File: src/ifpm_defs.svh
`ifndef IFPM_DEFS_SVH
`define IFPM_DEFS_SVH
// register offsets on the plain register port
`define IFPM_REG_CFG 8'h00
`define IFPM_REG_STAT 8'h04
// configuration register bit positions
`define IFPM_CFG_NC8W 0
`define IFPM_CFG_NCPF 1
`define IFPM_CFG_CPF 2
`define IFPM_CFG_PIPE 3
`define IFPM_CFG_MSB 3
// status register bit positions
`define IFPM_ST_REQ 0
`define IFPM_ST_CNT_LSB 1
`define IFPM_ST_CNT_MSB 2
`define IFPM_ST_PIPE 3
`define IFPM_ST_BUSY 4
`define IFPM_ST_ERR 5
`define IFPM_ST_SINT 6
// line transfer size codes
`define IFPM_SIZE_4W 2'h1
`define IFPM_SIZE_8W 2'h2
// line and page geometry in word addresses (page is 1 KB = 256 words)
`define IFPM_LINE_MASK 30'h3FFFFFF8
`define IFPM_LINE_STEP 30'h00000008
`define IFPM_PAGE_LSB 8
// data beats per line: 4 words or 8 words, 64-bit or 32-bit slave
`define IFPM_BEATS_4W_64 4'h2
`define IFPM_BEATS_4W_32 4'h4
`define IFPM_BEATS_8W_64 4'h4
`define IFPM_BEATS_8W_32 4'h8
`endif

File: src/ifpm_pkg.sv
package ifpm_pkg;
  // request side of the fetch port
  typedef enum logic [1:0]
  {
    ST_IDLE = 2'b00,
    ST_REQ = 2'b01,
    ST_ABORT = 2'b10
  } ifpm_st_type;

  // whole state of the fetch master
  typedef struct packed {
    ifpm_st_type st;
    logic req;
    logic abort;
    logic is_pf;
    logic [29:0] addr;
    logic [1:0] size;
    logic cach;
    logic uattr;
    logic [1:0] prio;
    logic [1:0] cnt;
    logic head;
    logic [1:0][3:0] beats;
    logic [1:0] disc;
    logic armed;
    logic redir;
    logic [29:0] pf_base;
    logic [3:0] cfg;
    logic err;
    logic sint_flag;
    logic [31:0] rdata;
    logic taken;
    logic [63:0] data;
    logic dvalid;
    logic [2:0] widx;
    logic derr;
    logic sint;
  } ifpm_state_type;
endpackage : ifpm_pkg

File: src/ifpm_qual_if.sv
`timescale 1ns/1ps
// carries the prefetch question and its answer between master and qualifier
interface ifpm_qual_if;
  logic armed;
  logic slave_pipe;
  logic pipelined_busy;
  logic redirected;
  logic nc8w;
  logic ncpf;
  logic cpf;
  logic cacheable;
  logic [29:0] cur_addr;
  logic in_cache;
  logic in_fill;
  logic from_ocm;
  logic virt_mode;
  logic guarded;
  logic allow;
  logic guard_fault;
  logic [29:0] pf_addr;
  modport ctrl (output armed, slave_pipe, pipelined_busy, redirected, nc8w, ncpf, cpf,
    cacheable, cur_addr, in_cache, in_fill, from_ocm, virt_mode, guarded,
    input allow, guard_fault, pf_addr);
  modport qual (input armed, slave_pipe, pipelined_busy, redirected, nc8w, ncpf, cpf,
    cacheable, cur_addr, in_cache, in_fill, from_ocm, virt_mode, guarded,
    output allow, guard_fault, pf_addr);
endinterface : ifpm_qual_if

File: src/ifpm_prefetch_qual.sv
`timescale 1ns/1ps
`include "ifpm_defs.svh"
// decides whether the next sequential line may be address-pipelined
module ifpm_prefetch_qual
(
  ifpm_qual_if.qual q
);
  logic same_page; // next line stays in the current 1 KB page
  logic enabled; // prefetch enable for this cacheability
  logic absent; // instructions not already on hand
  logic base_ok; // every condition but the guard check

  // purely combinational; the master registers the outcome
  always_comb
  begin
    q.pf_addr = 30'((q.cur_addr & `IFPM_LINE_MASK) + `IFPM_LINE_STEP);
    same_page = q.pf_addr[29:`IFPM_PAGE_LSB] == q.cur_addr[29:`IFPM_PAGE_LSB];
    enabled = q.cacheable ? q.cpf : q.ncpf;
    // cached copies only matter for a cacheable line
    absent = !q.in_fill && !q.from_ocm && (!q.cacheable || !q.in_cache);
    base_ok = q.armed && q.slave_pipe && !q.pipelined_busy && !q.redirected
      && q.nc8w && enabled && same_page && absent;
    // virtual-mode guarded target: trap, never reach the bus
    q.guard_fault = base_ok && q.virt_mode && q.guarded;
    q.allow = base_ok && !(q.virt_mode && q.guarded);
  end
endmodule : ifpm_prefetch_qual

File: src/ifpm_fetch_master.sv
// Strobed register access and the placing of the registers were decided locally.
`timescale 1ns/1ps
`include "ifpm_defs.svh"
// Summary of operation
// prefetch asks for next sequential eight-word line
// at most one prefetch overlaps the prior fetch
// prefetch goes out two cycles after acknowledge
// no pipelining unless slave supports it
// prefetch must stay inside current 1 KB page
// four-word non-cacheable lines forbid any pipelining
// non-cacheable prefetch needs its enable set
// cacheable prefetch needs its enable set
// no new pipelining while already pipelined
// branch or interrupt cancels pending pipelined prefetch
// non-cacheable prefetch only if not already fetched
// cacheable prefetch only if absent everywhere
// no guarded-storage indication on fetch port
// virtual-mode guarded prefetch traps, never issued
// thirty-bit word address, low bits implied zero
// two-bit size selects four or eight words
// each request carries priority and attributes
// abort withdraws an unacknowledged request
// slave acknowledges address and reports width
// slave returns instructions with read acknowledge
// slave tags each beat with word index
// slave reports busy and error, unused zero
// size 01 is four words, 10 eight
// request drops after acknowledge, low one cycle
// third request two cycles after first completes
// aborted request drops next cycle, stays low
module ifpm_fetch_master
(
  input wire logic ref_clk,
  input wire logic rst_n,
  input wire logic [7:0] reg_addr,
  input wire logic [31:0] reg_wdata,
  input wire logic reg_wr,
  input wire logic reg_rd,
  output logic [31:0] reg_rdata,
  input wire logic core_fetch_req,
  input wire logic [29:0] core_fetch_addr,
  input wire logic core_fetch_cacheable,
  input wire logic core_fetch_user_attr,
  input wire logic [1:0] core_fetch_priority,
  input wire logic core_redirect,
  input wire logic core_virt_mode,
  input wire logic core_pf_guarded,
  input wire logic core_pf_in_cache,
  input wire logic core_pf_in_fill,
  input wire logic core_pf_from_ocm,
  output logic core_fetch_taken,
  output logic [63:0] core_data,
  output logic core_data_valid,
  output logic [2:0] core_word_index,
  output logic core_data_error,
  output logic core_storage_int,
  output logic fetch_req_out,
  output logic [29:0] fetch_addr_out,
  output logic [1:0] fetch_size_out,
  output logic fetch_cacheable_out,
  output logic fetch_user_attr_out,
  output logic [1:0] fetch_priority_out,
  output logic fetch_abort_out,
  input wire logic slave_addr_ack_in,
  input wire logic slave_width_in,
  input wire logic slave_rdata_ack_in,
  input wire logic [63:0] slave_rdata_in,
  input wire logic [2:0] slave_word_index_in,
  input wire logic slave_busy_in,
  input wire logic slave_error_in
);
  ifpm_pkg::ifpm_state_type r; // registered state
  ifpm_pkg::ifpm_state_type next_r; // its next value
  ifpm_qual_if q (); // link to the prefetch qualifier
  logic tail; // slot that the next acknowledged request fills
  logic acked; // request taken by the slave this cycle
  logic done; // head slot finished its last beat
  logic pipelined; // two requests overlap on the bus
  logic [31:0] stat; // status word as software sees it

  // beats a line needs: a 32-bit slave doubles the count
  function automatic logic [3:0] beats_of(input logic [1:0] size, input logic wide);
    if (size == `IFPM_SIZE_8W)
      beats_of = wide ? `IFPM_BEATS_8W_64 : `IFPM_BEATS_8W_32;
    else
      beats_of = wide ? `IFPM_BEATS_4W_64 : `IFPM_BEATS_4W_32;
  endfunction : beats_of

  ifpm_prefetch_qual u_qual
  (
    .q(q.qual)
  );

  // questions put to the qualifier, from registered state and the core's redirect and prefetch inputs
  always_comb
  begin
    pipelined = (r.cnt == 2'h2) || (r.cnt == 2'h1 && r.req);
    q.armed = r.armed;
    q.slave_pipe = r.cfg[`IFPM_CFG_PIPE];
    q.pipelined_busy = pipelined;
    // a redirect this very cycle already counts
    q.redirected = r.redir || core_redirect;
    q.nc8w = r.cfg[`IFPM_CFG_NC8W];
    q.ncpf = r.cfg[`IFPM_CFG_NCPF];
    q.cpf = r.cfg[`IFPM_CFG_CPF];
    q.cacheable = r.cach;
    q.cur_addr = r.pf_base;
    q.in_cache = core_pf_in_cache;
    q.in_fill = core_pf_in_fill;
    q.from_ocm = core_pf_from_ocm;
    q.virt_mode = core_virt_mode;
    q.guarded = core_pf_guarded;
  end

  // status word; no guarded-storage bit exists anywhere on the port
  always_comb
  begin
    stat = 32'h00000000;
    stat[`IFPM_ST_REQ] = r.req;
    stat[`IFPM_ST_CNT_MSB:`IFPM_ST_CNT_LSB] = r.cnt;
    stat[`IFPM_ST_PIPE] = pipelined;
    stat[`IFPM_ST_BUSY] = slave_busy_in;
    stat[`IFPM_ST_ERR] = r.err;
    stat[`IFPM_ST_SINT] = r.sint_flag;
  end

  // next state: registers, data return, request sequencing
  always_comb
  begin
    next_r = r;
    next_r.taken = 1'b0;
    next_r.dvalid = 1'b0;
    next_r.derr = 1'b0;
    next_r.sint = 1'b0;
    next_r.rdata = 32'h00000000;
    tail = r.head ^ r.cnt[0];
    acked = r.req && slave_addr_ack_in;
    done = 1'b0;
    // register writes; sticky flags clear first so a set wins below
    if (reg_wr && reg_addr == `IFPM_REG_CFG)
      next_r.cfg = reg_wdata[`IFPM_CFG_MSB:0];
    if (reg_wr && reg_addr == `IFPM_REG_STAT)
    begin
      if (reg_wdata[`IFPM_ST_ERR])
        next_r.err = 1'b0;
      if (reg_wdata[`IFPM_ST_SINT])
        next_r.sint_flag = 1'b0;
    end
    // read data stand one cycle only; unmapped reads return zero
    if (reg_rd && reg_addr == `IFPM_REG_CFG)
      next_r.rdata = {28'h0000000, r.cfg};
    else if (reg_rd && reg_addr == `IFPM_REG_STAT)
      next_r.rdata = stat;
    // redirect: no more overlap, drop data of acknowledged lines
    if (core_redirect)
    begin
      next_r.redir = 1'b1;
      next_r.armed = 1'b0;
      next_r.disc = 2'h3;
    end
    // read data beats belong to the oldest slot, in order
    if (slave_rdata_ack_in && r.cnt != 2'h0)
    begin
      next_r.data = slave_rdata_in;
      next_r.widx = slave_word_index_in;
      next_r.dvalid = !r.disc[r.head] && !core_redirect;
      next_r.beats[r.head] = 4'(r.beats[r.head] - 4'h1);
      if (r.beats[r.head] == 4'h1)
      begin
        done = 1'b1;
        next_r.head = ~r.head;
        next_r.armed = 1'b0; // overlap window closed
      end
    end
    if (slave_error_in)
    begin
      next_r.derr = 1'b1;
      next_r.err = 1'b1;
    end
    case (r.st)
      ifpm_pkg::ST_IDLE:
      begin
        // the idle cycle itself is the gap after acknowledge or abort
        if (q.allow)
        begin
          next_r.st = ifpm_pkg::ST_REQ;
          next_r.req = 1'b1;
          next_r.is_pf = 1'b1;
          next_r.addr = q.pf_addr;
          next_r.size = `IFPM_SIZE_8W;
          next_r.armed = 1'b0;
        end
        else if (q.guard_fault)
        begin
          next_r.sint = 1'b1;
          next_r.sint_flag = 1'b1;
          next_r.armed = 1'b0;
        end
        // demand fetch waits for an empty bus, so a third never crowds in
        else if (core_fetch_req && r.cnt == 2'h0)
        begin
          next_r.st = ifpm_pkg::ST_REQ;
          next_r.req = 1'b1;
          next_r.is_pf = 1'b0;
          next_r.addr = core_fetch_addr;
          next_r.cach = core_fetch_cacheable;
          next_r.uattr = core_fetch_user_attr;
          next_r.prio = core_fetch_priority;
          // cacheable lines are always eight words
          next_r.size = (core_fetch_cacheable || r.cfg[`IFPM_CFG_NC8W]) ?
            `IFPM_SIZE_8W : `IFPM_SIZE_4W;
          next_r.redir = 1'b0;
          next_r.taken = 1'b1;
        end
      end
      ifpm_pkg::ST_REQ:
      begin
        if (acked)
        begin
          next_r.st = ifpm_pkg::ST_IDLE;
          next_r.req = 1'b0;
          next_r.beats[tail] = beats_of(r.size, slave_width_in);
          next_r.disc[tail] = core_redirect;
          // only an undisturbed eight-word demand fetch opens a prefetch
          if (!r.is_pf && r.size == `IFPM_SIZE_8W && !r.redir && !core_redirect)
          begin
            next_r.armed = 1'b1;
            next_r.pf_base = r.addr;
          end
        end
        else if (core_redirect)
        begin
          next_r.st = ifpm_pkg::ST_ABORT;
          next_r.abort = 1'b1;
        end
      end
      ifpm_pkg::ST_ABORT:
      begin
        // a slave may still take it in the abort cycle: keep count, drop data
        next_r.st = ifpm_pkg::ST_IDLE;
        next_r.req = 1'b0;
        next_r.abort = 1'b0;
        if (acked)
        begin
          next_r.beats[tail] = beats_of(r.size, slave_width_in);
          next_r.disc[tail] = 1'b1;
        end
      end
      default:
      begin
        next_r.st = ifpm_pkg::ST_IDLE;
        next_r.req = 1'b0;
        next_r.abort = 1'b0;
      end
    endcase
    next_r.cnt = 2'(r.cnt + {1'b0, acked} - {1'b0, done});
  end

  // one register for the whole state
  always_ff @(posedge ref_clk or negedge rst_n)
  begin
    if (!rst_n)
      r <= '0;
    else
      r <= next_r;
  end

  // every output is a field of the state register
  assign reg_rdata = r.rdata;
  assign core_fetch_taken = r.taken;
  assign core_data = r.data;
  assign core_data_valid = r.dvalid;
  assign core_word_index = r.widx;
  assign core_data_error = r.derr;
  assign core_storage_int = r.sint;
  assign fetch_req_out = r.req;
  assign fetch_addr_out = r.addr;
  assign fetch_size_out = r.size;
  assign fetch_cacheable_out = r.cach;
  assign fetch_user_attr_out = r.uattr;
  assign fetch_priority_out = r.prio;
  assign fetch_abort_out = r.abort;
endmodule : ifpm_fetch_master

File: config.mk
export PLATFORM = sky130hd
export DESIGN_NAME = ifpm_fetch_master
export DESIGN_NICKNAME = d
export VERILOG_FILES = /design/src/ifpm_pkg.sv /design/src/ifpm_qual_if.sv /design/src/ifpm_prefetch_qual.sv /design/src/ifpm_fetch_master.sv
export VERILOG_INCLUDE_DIRS = /design/src
export SDC_FILE = /design/constraint.sdc
export NUM_CORES = 1
export LEC_CHECK = 0
export CAP_MARGIN = 20
export CELL_PAD_IN_SITES_DETAIL_PLACEMENT = 0
export CELL_PAD_IN_SITES_GLOBAL_PLACEMENT = 1
export CORE_ASPECT_RATIO = 1.75
export CORE_MARGIN = 5
export CORE_UTILIZATION = 26
export CTS_CLUSTER_SIZE = 28
export DETAILED_ROUTE_END_ITERATION = 10
export DONT_BUFFER_PORTS = 1
export PLACE_DENSITY = 0.48
export SYNTH_ARGS = -nofsm -noshare
export SYNTH_HDL_FRONTEND = slang
export SYNTH_HIERARCHICAL = 1
export SYNTH_SLANG_ARGS = --single-unit
File: constraint.sdc
create_clock -name ref_clk -period 2.4 [get_ports ref_clk]
set_input_delay 0.24 -clock ref_clk [delete_from_list [all_inputs] [get_ports ref_clk]]
set_output_delay 0.24 -clock ref_clk [all_outputs]
set_load 0.05 [all_outputs]
Word level (Yosys, flattened, before mapping). Index checks and enable logic that the tools add are counted.

Add/subtract/negate cells: 4. $lt $le $gt $ge: 4. Equal/unequal tests: 15. Multiplexer cells: 70. Bitwise gates (word level): 6. Reductions and logical operators: 57.

Operators with widths (number): 2-to-1 mux 37 bit (2); 2-to-1 mux 4 bit (11); 2-to-1 mux 33 bit (1); 2-to-1 mux 1 bit (32); adder 30 x 4 -> 30 bit, second input constant (1); logical AND 1 bit (27); bitwise mux 8 bit (3); equality test 22 bit (1); one-hot mux 10 bit (2 select lines) (1); AND reduction 3 bit (5); 2-to-1 mux 7 bit (2); 2-to-1 mux 3 bit (4); zero test 1 bit (11); 2-to-1 mux 11 bit (1); 2-to-1 mux 10 bit (1); != test 3 bit, second input constant (3); demux 4 bit (select 1 bit) (2); equality test 8 x 3 -> 1 bit, second input constant (1); zero test 8 bit (1); 2-to-1 mux 2 bit (4); 2-to-1 mux 8 bit (1); != test 2 bit, second input constant (4); nonzero test 2 bit (4); equality test 2 bit, second input constant (3); 18 further kinds (30).

Register bits after elaboration: 195. Output and inout port bits: 141. Word-level logic and storage cells: 183.

Depth between registers and ports, before layout. Gate-level depths: netlist of the first run.

Word-level depth: 15. Gate-level depth with buffers: 12.

Cells and area by module. The synthesis of the first run kept the hierarchy.

Modules (own cells, without submodules): ifpm_fetch_master (times used 1, cells an instance 814, area each 8060.2 um2); ifpm_prefetch_qual (times used 1, cells an instance 87, area each 595.6 um2).

Least setup slack after synthesis of the first run. No wires, ideal clock.

Path kind: register to register. Start: register r (netlist bit fetch_req_out). End: register r (netlist bit fetch_cacheable_out). Setup time: 0.125 ns. Data arrival time: 2.427 ns. Data required time: 2.275 ns. Setup slack: -0.151 ns. Stages on the path, launching flop included: 11. Path buffers: 0. Clock period less this slack: 2.551 ns. Cell sequence: dfrtp_1 -> nand2_1 -> mux2i_1 -> nor2_1 -> nand4_1 -> nor4_1 -> and3_1 -> nor4b_4 -> nand2_2 -> nor2_4 -> mux2_2.

Word-level cells in the longest chain between the ends: 13. Elaborated cells on any way between the ends: 15.

Ends and longest elaborated chain: start, declared (line ifpm_fetch_master.sv:72) `ifpm_pkg::ifpm_state_type r;`; start signal, assigned (line ifpm_fetch_master.sv:265) `r <= next_r;`; logical AND 1 bit (line ifpm_fetch_master.sv:97) `pipelined = (r.cnt == 2'h2) || (r.cnt == 2'h1 && r.req);`; logical OR 1 bit (line ifpm_fetch_master.sv:97); net pipelined (line ifpm_fetch_master.sv:78) `logic pipelined;`; zero test 1 bit (line ifpm_prefetch_qual.sv:21) `base_ok = q.armed && q.slave_pipe && !q.pipelined_busy && !q.redirected`; logical AND 1 bit (2 in a row) (line ifpm_prefetch_qual.sv:21); logical AND 1 bit (4 in a row) (line ifpm_prefetch_qual.sv:22) `&& q.nc8w && enabled && same_page && absent;`; logical AND 1 bit (2 in a row) (line ifpm_prefetch_qual.sv:24) `q.guard_fault = base_ok && q.virt_mode && q.guarded;`; net q.guard_fault (line ifpm_qual_if.sv:19) `logic guard_fault;`; NOT 1 bit (no source line); AND reduction 4 bit (no source line).

The timed path passes the listed nets, and every way through them passes these cells. A chain may end at the register's enable or synchronous reset.

Worst setup path in the final report of the first run.
Start: register r[152] (netlist bit). End: register r (netlist bit fetch_user_attr_out).

Word-level cells in the longest chain between the ends: 14. Elaborated cells on any way between the ends: 19.

Ends and longest elaborated chain (line): equality test 2 x 1 -> 1 bit (ifpm_fetch_master.sv:97); logical AND 1 bit (ifpm_fetch_master.sv:97); logical OR 1 bit (*) (ifpm_fetch_master.sv:97); net pipelined (ifpm_fetch_master.sv:78); zero test 1 bit (*) (ifpm_prefetch_qual.sv:21); logical AND 1 bit (*) (2 in a row) (ifpm_prefetch_qual.sv:21); logical AND 1 bit (*) (4 in a row) (ifpm_prefetch_qual.sv:22); logical AND 1 bit (*) (2 in a row) (ifpm_prefetch_qual.sv:24); net q.guard_fault (ifpm_qual_if.sv:19); NOT 1 bit (no source line) (*); AND reduction 4 bit (no source line) (*).

The timed path passes the listed nets; every way through them passes the cells marked *.

==> impl_metrics.csv, run 1 <==
group,metric,value,unit
drt,drtPass1Iterations,4,
drt,vias,6020,
floorplan,core-area,32700,µm²
drt,wl,24.4,mm
timing,min_period_over_period,0.966,
floorplan,die-area,36700,µm²
grt,grt_pass1_wl,37.3,mm
grt,grt_start_max_net_pins,168,
drt,wl_per_cell,18.2,µm
grt,grt.total_usage,0.129,
pwr,powerDensity,1360,nW/µm²
final_layout,num_antenna_cells,0,
final_layout,fin_util,0.312,
drt,drc_errors,0,
critical_path,r2r_cells,11,
clock_network,clk_pin_slew,60,ps
drt,ant_nets,0,
floorplan,die_width,147,µm
clock_network,numCtsBuffers,17,
critical_path,crit_fanout,5,
critical_path,crit_arrival,2630,ps
grt,antenna_found_initial,0,
final_layout,syn_to_final_growth,19.4,%
clock_network,cts_sinks,167,
drt,dr.first_iter.drc_count,170,
clock_network,h-tree-depth,4,
timing,max_freq,0.431,GHz
pwr,power_leakage,4.84,nW
timing,final_hold_viol_count,167,
logic_synthesis,synth_area,8550,µm²
timing,relSlewSlack,0.586,
grt,grt_pass1_vias,6452,
final_layout,drive_gt1_frac,0.141,
timing,fin_worst_skew,8.45,ps
outcome,violations,"negative hold slack",
logic_synthesis,synthCells,895,
min_path,hold_class,"in2async",
clock_network,clk_path_buf_depth,2,
clock_network,cts-root-buf,"clkbuf_16",
timing,setup-violations-final,0,
pwr,irDropWorstVdd,0.641,mV
floorplan,boundaryPins,298,
floorplan,die_h,250,µm
logic_synthesis,ys_warn_count,6,
outcome,status,"finished with violations",
final_layout,nets,1084,
critical_path,end_kind,"register",
placement,port_buffers,0,
drt,routed_via_density,4.51,
floorplan,start_util,0.261,
critical_path,required,2710,ps
logic_synthesis,syn_avg_cell_area,9.55,µm²
timing,period_minus_slack,2320,ps
placement,hpwl,16.4,mm
run,drv_cap,0,
clock_network,cts_tree,"yes",
critical_path,crit_path_start_kind,"register",
timing,holdWs,-503,ps
floorplan,num_rows,88,
placement,gp_congestion,0.715,
clock_network,cts_hold_buf,112,
timing,slew_violations,0,
clock_network,clk_latency,440,ps
grt,grt_remaining_overflow,0,
critical_path,critPathKind,"reg2reg",
timing,rsz0062_at_grt,"true",
timing,tightest_slew,621,ps
-- flip-flops by register name, summed over array words and instances, names as in the netlist, 2 cells and up --
register / flops
core_data: 64
core_word_index: 3
fetch_addr_out: 30
fetch_priority_out: 2
fetch_size_out: 2
q.cur_addr: 27
r: 19
reg_rdata: 7
-- per-stage QoR --
step | area (µm²) | std cells | worst slack (ps) | power, W | setup TNS (ps)
2_1_floorplan | 8650 | 921 | 6.95 | 0.0109 | 0
3_3_place_gp | 8280 | 1183 | -23.6 | 0.0107 | -89.0
3_5_place_dp | 8280 | 1183 | -53.4 | 0.0108 | -202
4_1_cts | 10000 | 1329 | 15.3 | 0.0139 | 0
5_1_grt | 10200 | 1335 | -91.4 | 0.0147 | -1160
6_report | 10200 | 1335 | 81.4 | 0.0138 | 0
-- cell usage in the layout (no fill, tap or decap), drive strengths merged, types with 3 or more instances in the layout --
cell type and instances:
nand4 10, conb 28, buf 42, mux2i 9, xnor2 20, mux2 35, and2 3, nor2b 4
nor2 19, nand2b 4, a21oi 39, ha 10, o21ai 6, bufinv 3, xor2 15, and4 4
and3 8, nand3 13, dfrtp 167, inv 17, nor3 12, nand2 225, clkbuf 25, clkinv 4
o22ai 62, nor4 4, nand3b 3, dlygate4sd3 112
-- final cells by class --
class                           instances  area, µm²
Sequential cell                       167       4180
Inverter                               17       63.8
Timing Repair Buffer                  155       1540
Tap cell                              405        507
Clock inverter                          8        121
Clock buffer                           24        472
Fill cell                            3396      22500
Multi-Input combinational cell        559       3320
-- timing repair --
item                                    4_1_cts  5_1_grt
gates cloned                                  0        2
buffers inserted                              2        4
pin swaps                                     2        9
resized for setup                             0       22
hold endpoints to repair                    290      167
endpoints found under the setup margin        5       38
-- routing by layer --
layer	global-route usage	part of all wire	vias to the layer above
met5	0	0	-
met4	0.0435	0.017	0
met3	0.0338	0.052	22
met2	0.245	0.56	172
met1	0.135	0.37	2935
li1	-	-	2891
-- final timing paths --
check / start / end / slack (ps)
worst min-delay path: rst_n / core_data[48] / -500
min in group ref_clk: reg_rd / reg_rdata[3] / 40
worst min register to register: r[190] / r[190] / 480
max in group asynchronous: rst_n / q.cur_addr[23] / 2700
worst max-delay path: r[152] / fetch_user_attr_out / 80
worst max register to register: r[152] / fetch_user_attr_out / 80
-- power by group --
| group | total (W) | switching [W] | internal (W) |
|---|---|---|---|
| logic | 0.00349 | 0.00192 | 0.00157 |
| registers | 0.00750 | 0.00376 | 0.00374 |
| clock network | 0.00285 | 0.00116 | 0.00169 |
| total | 0.0138 | 0.00684 | 0.00700 |
-- worst max-delay path, stage by stage (launching register included) --
cell and delay (ps):
dfrtp_1 390, nand2_1 80, mux2i_2 180, nor2_1 60, nand4_1 100, nor4_2 50
and3_4 170, nor4b_4 440, nand2_4 150, nor2_4 130, buf_12 130, mux2_4 300
Power figures use the tool's default switching activity.
==> inputs of run 2 (changes only) <==
SYNTH_HIERARCHICAL = default   (was 1)
==> run 2 against run 1 <==
Effect of this change: the flow still finishes with violations (negative hold slack); critical path depth shrank 4; largest power group unchanged; sequential power is 4.1% higher; critical path type unchanged; critical endpoint is now q.armed; utilization fell by 0.62 points; die area down 0.36%; register-to-register slack improved by 80 ps.
==> impl_metrics.csv, run 2 <==
group,metric,value,unit
clock_network,numCtsBuffers,17,
drt,drtPass1Iterations,4,
logic_synthesis,yosys-top-cells-count,"nand2_1 (222), dfrtp_1 (167), buf_4 (134), inv_1 (30), mux2_2 (29)",
clock_network,cts_tree,"yes",
logic_synthesis,synthAdderAreaFrac,0.0147,
floorplan,start_util,0.263,
critical_path,crit_slowest_cell,"or4_4",
timing,finalSetupTns,0,ps
critical_path,critPathKind,"reg2reg",
drt,dr.first_iter.drc_count,221,
drt,drc_errors,0,
critical_path,cp_slowest_stage_delay,520,ps
critical_path,crit_path_start_kind,"register",
grt,grt_pass1_wl,38.1,mm
floorplan,core-area,32300,µm²
logic_synthesis,ys_warn_count,0,
floorplan,die-area,36600,µm²
logic_synthesis,ys_types,60,
floorplan,die_width,147,µm
timing,rsz0062_at_grt,"false",
final_layout,final_common_cell,"nand2_1",
drt,wl,24.7,mm
logic_synthesis,synth_area,8510,µm²
critical_path,required,2730,ps
floorplan,die_h,249,µm
timing,max_freq,0.446,GHz
pwr,power_leakage,4.69,nW
grt,grt.total_usage,0.135,
grt,antenna_found_initial,1,
drt,routed_via_density,4.52,
clock_network,cts_hold_buf,99,
critical_path,crit_fanout,26,
pwr,irDropWorstVdd,0.576,mV
timing,setup-violations-final,0,
final_layout,seqCellArea,4180,µm²
logic_synthesis,ys_seq_area_frac,0.491,
logic_synthesis,syn_avg_cell_area,9.61,µm²
final_layout,fin_util,0.306,
clock_network,clk_path_buf_depth,2,
final_layout,drive_gt1_frac,0.130,
clock_network,cts-root-buf,"clkbuf_16",
logic_synthesis,synth-seq-cells,167,
grt,grt_remaining_overflow,0,
drt,vias,5893,
critical_path,crit_family,"simple AND/OR/NAND/NOR gates",
clock_network,cts_sinks,167,
clock_network,post_cts_buffers,0,
critical_path,path_buf_inv,1,
logic_synthesis,synth_simple_gate_area_frac,0.179,
critical_path,crit_path_cell_trace,"ha_1 -> a22oi_2 -> nor2_1 -> or4_4 -> buf_12 -> or3_1 -> a31o_1",
clock_network,h-tree-depth,4,
logic_synthesis,yosys_most_used_dff,"dfrtp_1",
logic_synthesis,synth_xor_area_frac,0.0298,
logic_synthesis,synth-compound-area-share,0.0858,
critical_path,r2r_cells,7,
clock_network,clk_latency,440,ps
placement,hpwl,17.5,mm
timing,period_minus_slack,2240,ps
timing,fin_worst_skew,8.76,ps
final_layout,multiInputGateArea,3180,µm²
logic_synthesis,synth_top_family_by_area,"simple AND/OR/NAND/NOR gates",
timing,relSlewSlack,0.507,
pwr,powerDensity,1410,nW/µm²
timing,holdWs,-514,ps
final_layout,largest_reg_flops,64,
critical_path,end_kind,"register",
placement,gp_congestion,0.766,
critical_path,crit_arrival,2570,ps
final_layout,final_cell_mix,"nand2_1 (222), dfrtp_1 (167), dlygate4sd3_1 (99)",
critical_path,cp.depth,7,
timing,slew_violations,0,
grt,grt_start_max_net_pins,168,
logic_synthesis,synthArstFlopShare,1.00,
drt,wl_per_cell,19.0,µm
logic_synthesis,synth_top_area_frac,0.491,
grt,grt_pass1_vias,6448,
logic_synthesis,synth_mux_area_frac,0.0472,
run,drv_cap,0,
placement,port_buffers,0,
outcome,violations,"negative hold slack",
logic_synthesis,synth_area_leaders,"dfrtp_1 (49%), buf_4 (12%), nand2_1 (9.8%), mux2_2 (3.8%), nand3_1 (1.6%)",
floorplan,num_rows,87,
logic_synthesis,synth_edf_count,0,
final_layout,nets,1056,
timing,tightest_slew,739,ps
drt,ant_nets,0,
final_layout,syn_to_final_growth,16.1,%
timing,final_hold_viol_count,167,
final_layout,fillCellCount,3406,
min_path,hold_class,"in2async",
logic_synthesis,synth_most_common_cell,"nand2_1",
floorplan,boundaryPins,298,
logic_synthesis,synthCells,886,
clock_network,clk_pin_slew,70,ps
logic_synthesis,synth_top_area_cell,"dfrtp_1",
outcome,status,"finished with violations",
pwr,power,0.0139,W
timing,min_period_over_period,0.935,
[run 2: where the power goes]
group	internal (W)	switching, W	leakage, nW	total (W)
Combinational	0.00137	0.00185	2.29	0.00322
Clock	0.00165	0.00122	0.290	0.00287
Sequential	0.00382	0.00399	2.11	0.00781
[run 2: worst paths after layout]
check	endpoint	start	slack (ps)
max	q.armed	q.cur_addr[3]	160
max reg2reg	q.armed	q.cur_addr[3]	160
min in group ref_clk	fetch_addr_out[23]	core_fetch_addr[23]	40
max in group asynchronous	reg_rdata[4]	rst_n	2650
min	core_data[44]	rst_n	-510
min reg2reg	r[104]	r[104]	470
[run 2: per-layer routing]
layer,vias to the layer above,GRT usage,wire (µm)
li1,2816,-,-
met1,2880,0.129,8490
met2,173,0.267,14200
met3,24,0.0432,1500
met4,0,0.0468,515
met5,-,0,0
[run 2: area by class of cell]
class | instances | area share
sequential | 167 | 0.423
timing repair buffer | 135 | 0.133
antenna | 1 | 0.000253
tap | 400 | 0.0506
inverter | 30 | 0.0114
clock buffer | 23 | 0.0494
multi-input combinational | 538 | 0.321
clock inverter | 9 | 0.0116
[run 2: kinds of logic (layout without fill, tap and decap cells)]
family                   count (synthesis)  after routing
XOR/XNOR                                29             29
other                                    1             26
flip-flops                             167            167
adder cells (fa/ha/maj)                 10             10
buffers and inverters                  205            197
AO/OA/AOI/OAI                           96             96
multiplexers                            35             35
AND/OR/NAND/NOR                        343            343
[run 2: worst register-to-register path, stage by stage, from the launching register on]
cell	delay [ps]
dfrtp_1	380
ha_1	230
a22oi_2	210
nor2_1	90
or4_4	520
buf_12	190
or3_1	310
a31o_1	220
[run 2: what timing repair did]
action | CTS | global route
pin swaps | 0 | 0
gates resized for setup | 2 | 4
endpoints found under the setup margin | 11 | 38
endpoints found under the hold margin | 276 | 167
[run 2: per-stage QoR]
stage / cells / worst slack, ps / area, µm²
after floorplan: 910 / 134 / 8600
after global placement: 1171 / 5.33 / 8260
after detailed placement: 1171 / -29.2 / 8260
after CTS: 1302 / 48.3 / 9860
after global routing: 1303 / 79.9 / 9890
final: 1303 / 157 / 9890
==> inputs of run 3 (changes only) <==
CORE_MARGIN = 2   (was 5)
RECOVER_POWER = 25   (was default)
==> run 3 against run 2 <==
Effect of this change: the run still ends with negative hold slack left; non-clock buffer count up 2; first-iteration DRC count increased by 1.4%; via count increased by 1.4%; cell count is essentially flat; register-to-register slack is essentially flat; critical path depth did not move; largest power group unchanged.
==> impl_metrics.csv, run 3 (synthesis results as in run 2) <==
group,metric,value,unit
outcome,status,"finished with violations",
outcome,violations,"negative hold slack",
final_layout,largest_reg_flops,64,
grt,grt_util_met3,0.0371,
clock_network,numCtsBuffers,17,
clock_network,cts_tree,"yes",
critical_path,crit_fanout,7,
grt,grt_pass1_vias,6323,
final_layout,fillCellCount,3370,
drt,routed_via_density,4.58,
placement,hpwl,17.0,mm
timing,finalWorstSetupSlack,153,ps
final_layout,final_common_cell,"nand2_1",
clock_network,post_cts_buffers,0,
pwr,irDropWorstVdd,0.575,mV
critical_path,required,2740,ps
clock_network,clk_latency,450,ps
drt,drtPass1Iterations,4,
clock_network,clk_path_buf_depth,2,
placement,port_buffers,0,
clock_network,cts_sinks,167,
critical_path,crit_slowest_cell,"or4_4",
drt,drc_errors,0,
floorplan,die-area,34300,µm²
floorplan,die_h,243,µm
pwr,internal_power,0.00682,W
final_layout,multiInputGateArea,3160,µm²
timing,period_minus_slack,2250,ps
timing,rsz0062_at_grt,"false",
placement,gp_congestion,0.790,
grt,grt_pass1_wl,37.0,mm
timing,tightest_slew,855,ps
critical_path,critPathKind,"reg2reg",
final_layout,seqCellArea,4180,µm²
drt,vias,5974,
grt,grt.total_usage,0.142,
timing,setup-violations-final,0,
pwr,p_sw,0.00708,W
timing,final_hold_viol_count,167,
critical_path,reg2reg_to,"q.armed",
pwr,power,0.0139,W
final_layout,nets,1058,
timing,fin_worst_skew,10.3,ps
timing,relSlewSlack,0.415,
grt,use_met2,0.278,
floorplan,core-area,32200,µm²
critical_path,r2r_cells,7,
critical_path,crit_path_cell_trace,"ha_1 -> a22oi_2 -> nor2_1 -> or4_4 -> buf_4 -> or3_1 -> a31o_1",
critical_path,crit_arrival,2580,ps
pwr,seq_power_share,0.561,
grt,use_met1,0.136,
clock_network,h-tree-depth,4,
pwr,p_sw_frac,0.509,
timing,finalSetupTns,0,ps
pwr,power_frac_comb,0.232,
clock_network,clk_pin_slew,70,ps
floorplan,num_rows,87,
grt,grt_remaining_overflow,0,
timing,max_freq,0.445,GHz
grt,grt_start_max_net_pins,168,
critical_path,crit_path_start_kind,"register",
drt,ant_nets,0,
final_layout,num_antenna_cells,0,
grt,antenna_found_initial,0,
critical_path,end_kind,"register",
drt,wl_per_cell,18.4,µm
final_layout,final_cell_mix,"nand2_1 (222), dfrtp_1 (167), dlygate4sd3_1 (97)",
timing,min_period_over_period,0.936,
critical_path,ff2ff_setup_slack,150,ps
drt,wl,24.0,mm
run,drv_cap,0,
grt,busiest_layer,"met2",
floorplan,boundaryPins,298,
min_path,hold_class,"in2async",
pwr,power_leakage,4.68,nW
drt,dr.first_iter.drc_count,224,
final_layout,syn_to_final_growth,15.7,%
floorplan,die_width,141,µm
placement,place_ws,41.7,ps
timing,slew_violations,0,
final_layout,drive_gt1_frac,0.135,
pwr,power_frac_clock,0.208,
pwr,powerDensity,1410,nW/µm²
clock_network,cts-root-buf,"clkbuf_16",
clock_network,cts_hold_buf,97,
critical_path,regToRegStartpoint,"q.cur_addr[3]",
critical_path,cp_slowest_stage_delay,510,ps
timing,holdWs,-515,ps
floorplan,start_util,0.264,
## run 3: cell types whose count changed in the layout (fill, tap and decap cells not counted), moves of 2 or more
cell           previous run  this run
clkinv_4                  3         1
buf_4                    32        38
buf_12                    4         1
clkbuf_1                  2         0
dlygate4sd3_1            99        97
inv_6                     1         4
## run 3: worst max-delay path, delay by kind of cell, from the launching register on
kind	cells	cell delay, ps
AO/OA/AOI/OAI	2	420
buffers and inverters	1	190
adder cells (fa/ha/maj)	1	220
AND/OR/NAND/NOR	3	910
flip-flops	1	390
## run 3: final cells by class
class                   instances  share of cell area
flip-flops and latches        167               0.424
inverters                      30              0.0114
repair buffers                137               0.131
multi-input cells             538               0.321
well taps                     400              0.0508
clock buffers                  20              0.0474
clock inverters                12              0.0142
## run 3: power by group through the flow
stage	Combinational, W	Clock, W	Sequential (W)
floorplan	0.00663	0	0.00455
global placement	0.00311	0	0.00792
detailed placement	0.00312	0	0.00792
CTS	0.00328	0.00300	0.00785
global route	0.00363	0.00309	0.00795
finish	0.00322	0.00289	0.00780
## run 3: repair_timing
item / 4_1_cts / 5_1_grt
endpoints found under the hold margin: 273 / 167
setup endpoints to repair: 0 / 27
gates resized for setup: 0 / 4
## run 3: worst max-delay path by stage
stage / start / slack [ps] / endpoint
finish: q.cur_addr[3] / 150 / q.armed
global route: q.cur_addr[3] / 40 / q.armed
CTS: q.cur_addr[3] / 30 / fetch_addr_out[21]
detailed placement: q.cur_addr[3] / 40 / fetch_addr_out[21]
global placement: q.cur_addr[3] / 70 / fetch_addr_out[24]
floorplan: q.cur_addr[3] / 130 / r[194]
## run 3: through the flow
| stage | hold slack, ps | util | area (µm²) | cells |
|---|---|---|---|---|
| final | -515 | 0.306 | 9850 | 1304 |
| after global routing | -545 | 0.306 | 9850 | 1304 |
| after CTS | -543 | 0.305 | 9830 | 1304 |
| after detailed placement | -48.3 | 0.256 | 8260 | 1175 |
| after global placement | -50.1 | 0.256 | 8260 | 1175 |
| after floorplan | -55.6 | - | 8600 | 910 |
## run 3: routing by layer
metal,vias up,wire length (µm)
li1,2820,-
met1,2919,8320
met2,199,13600
met3,36,1250
met4,0,767
met5,-,0
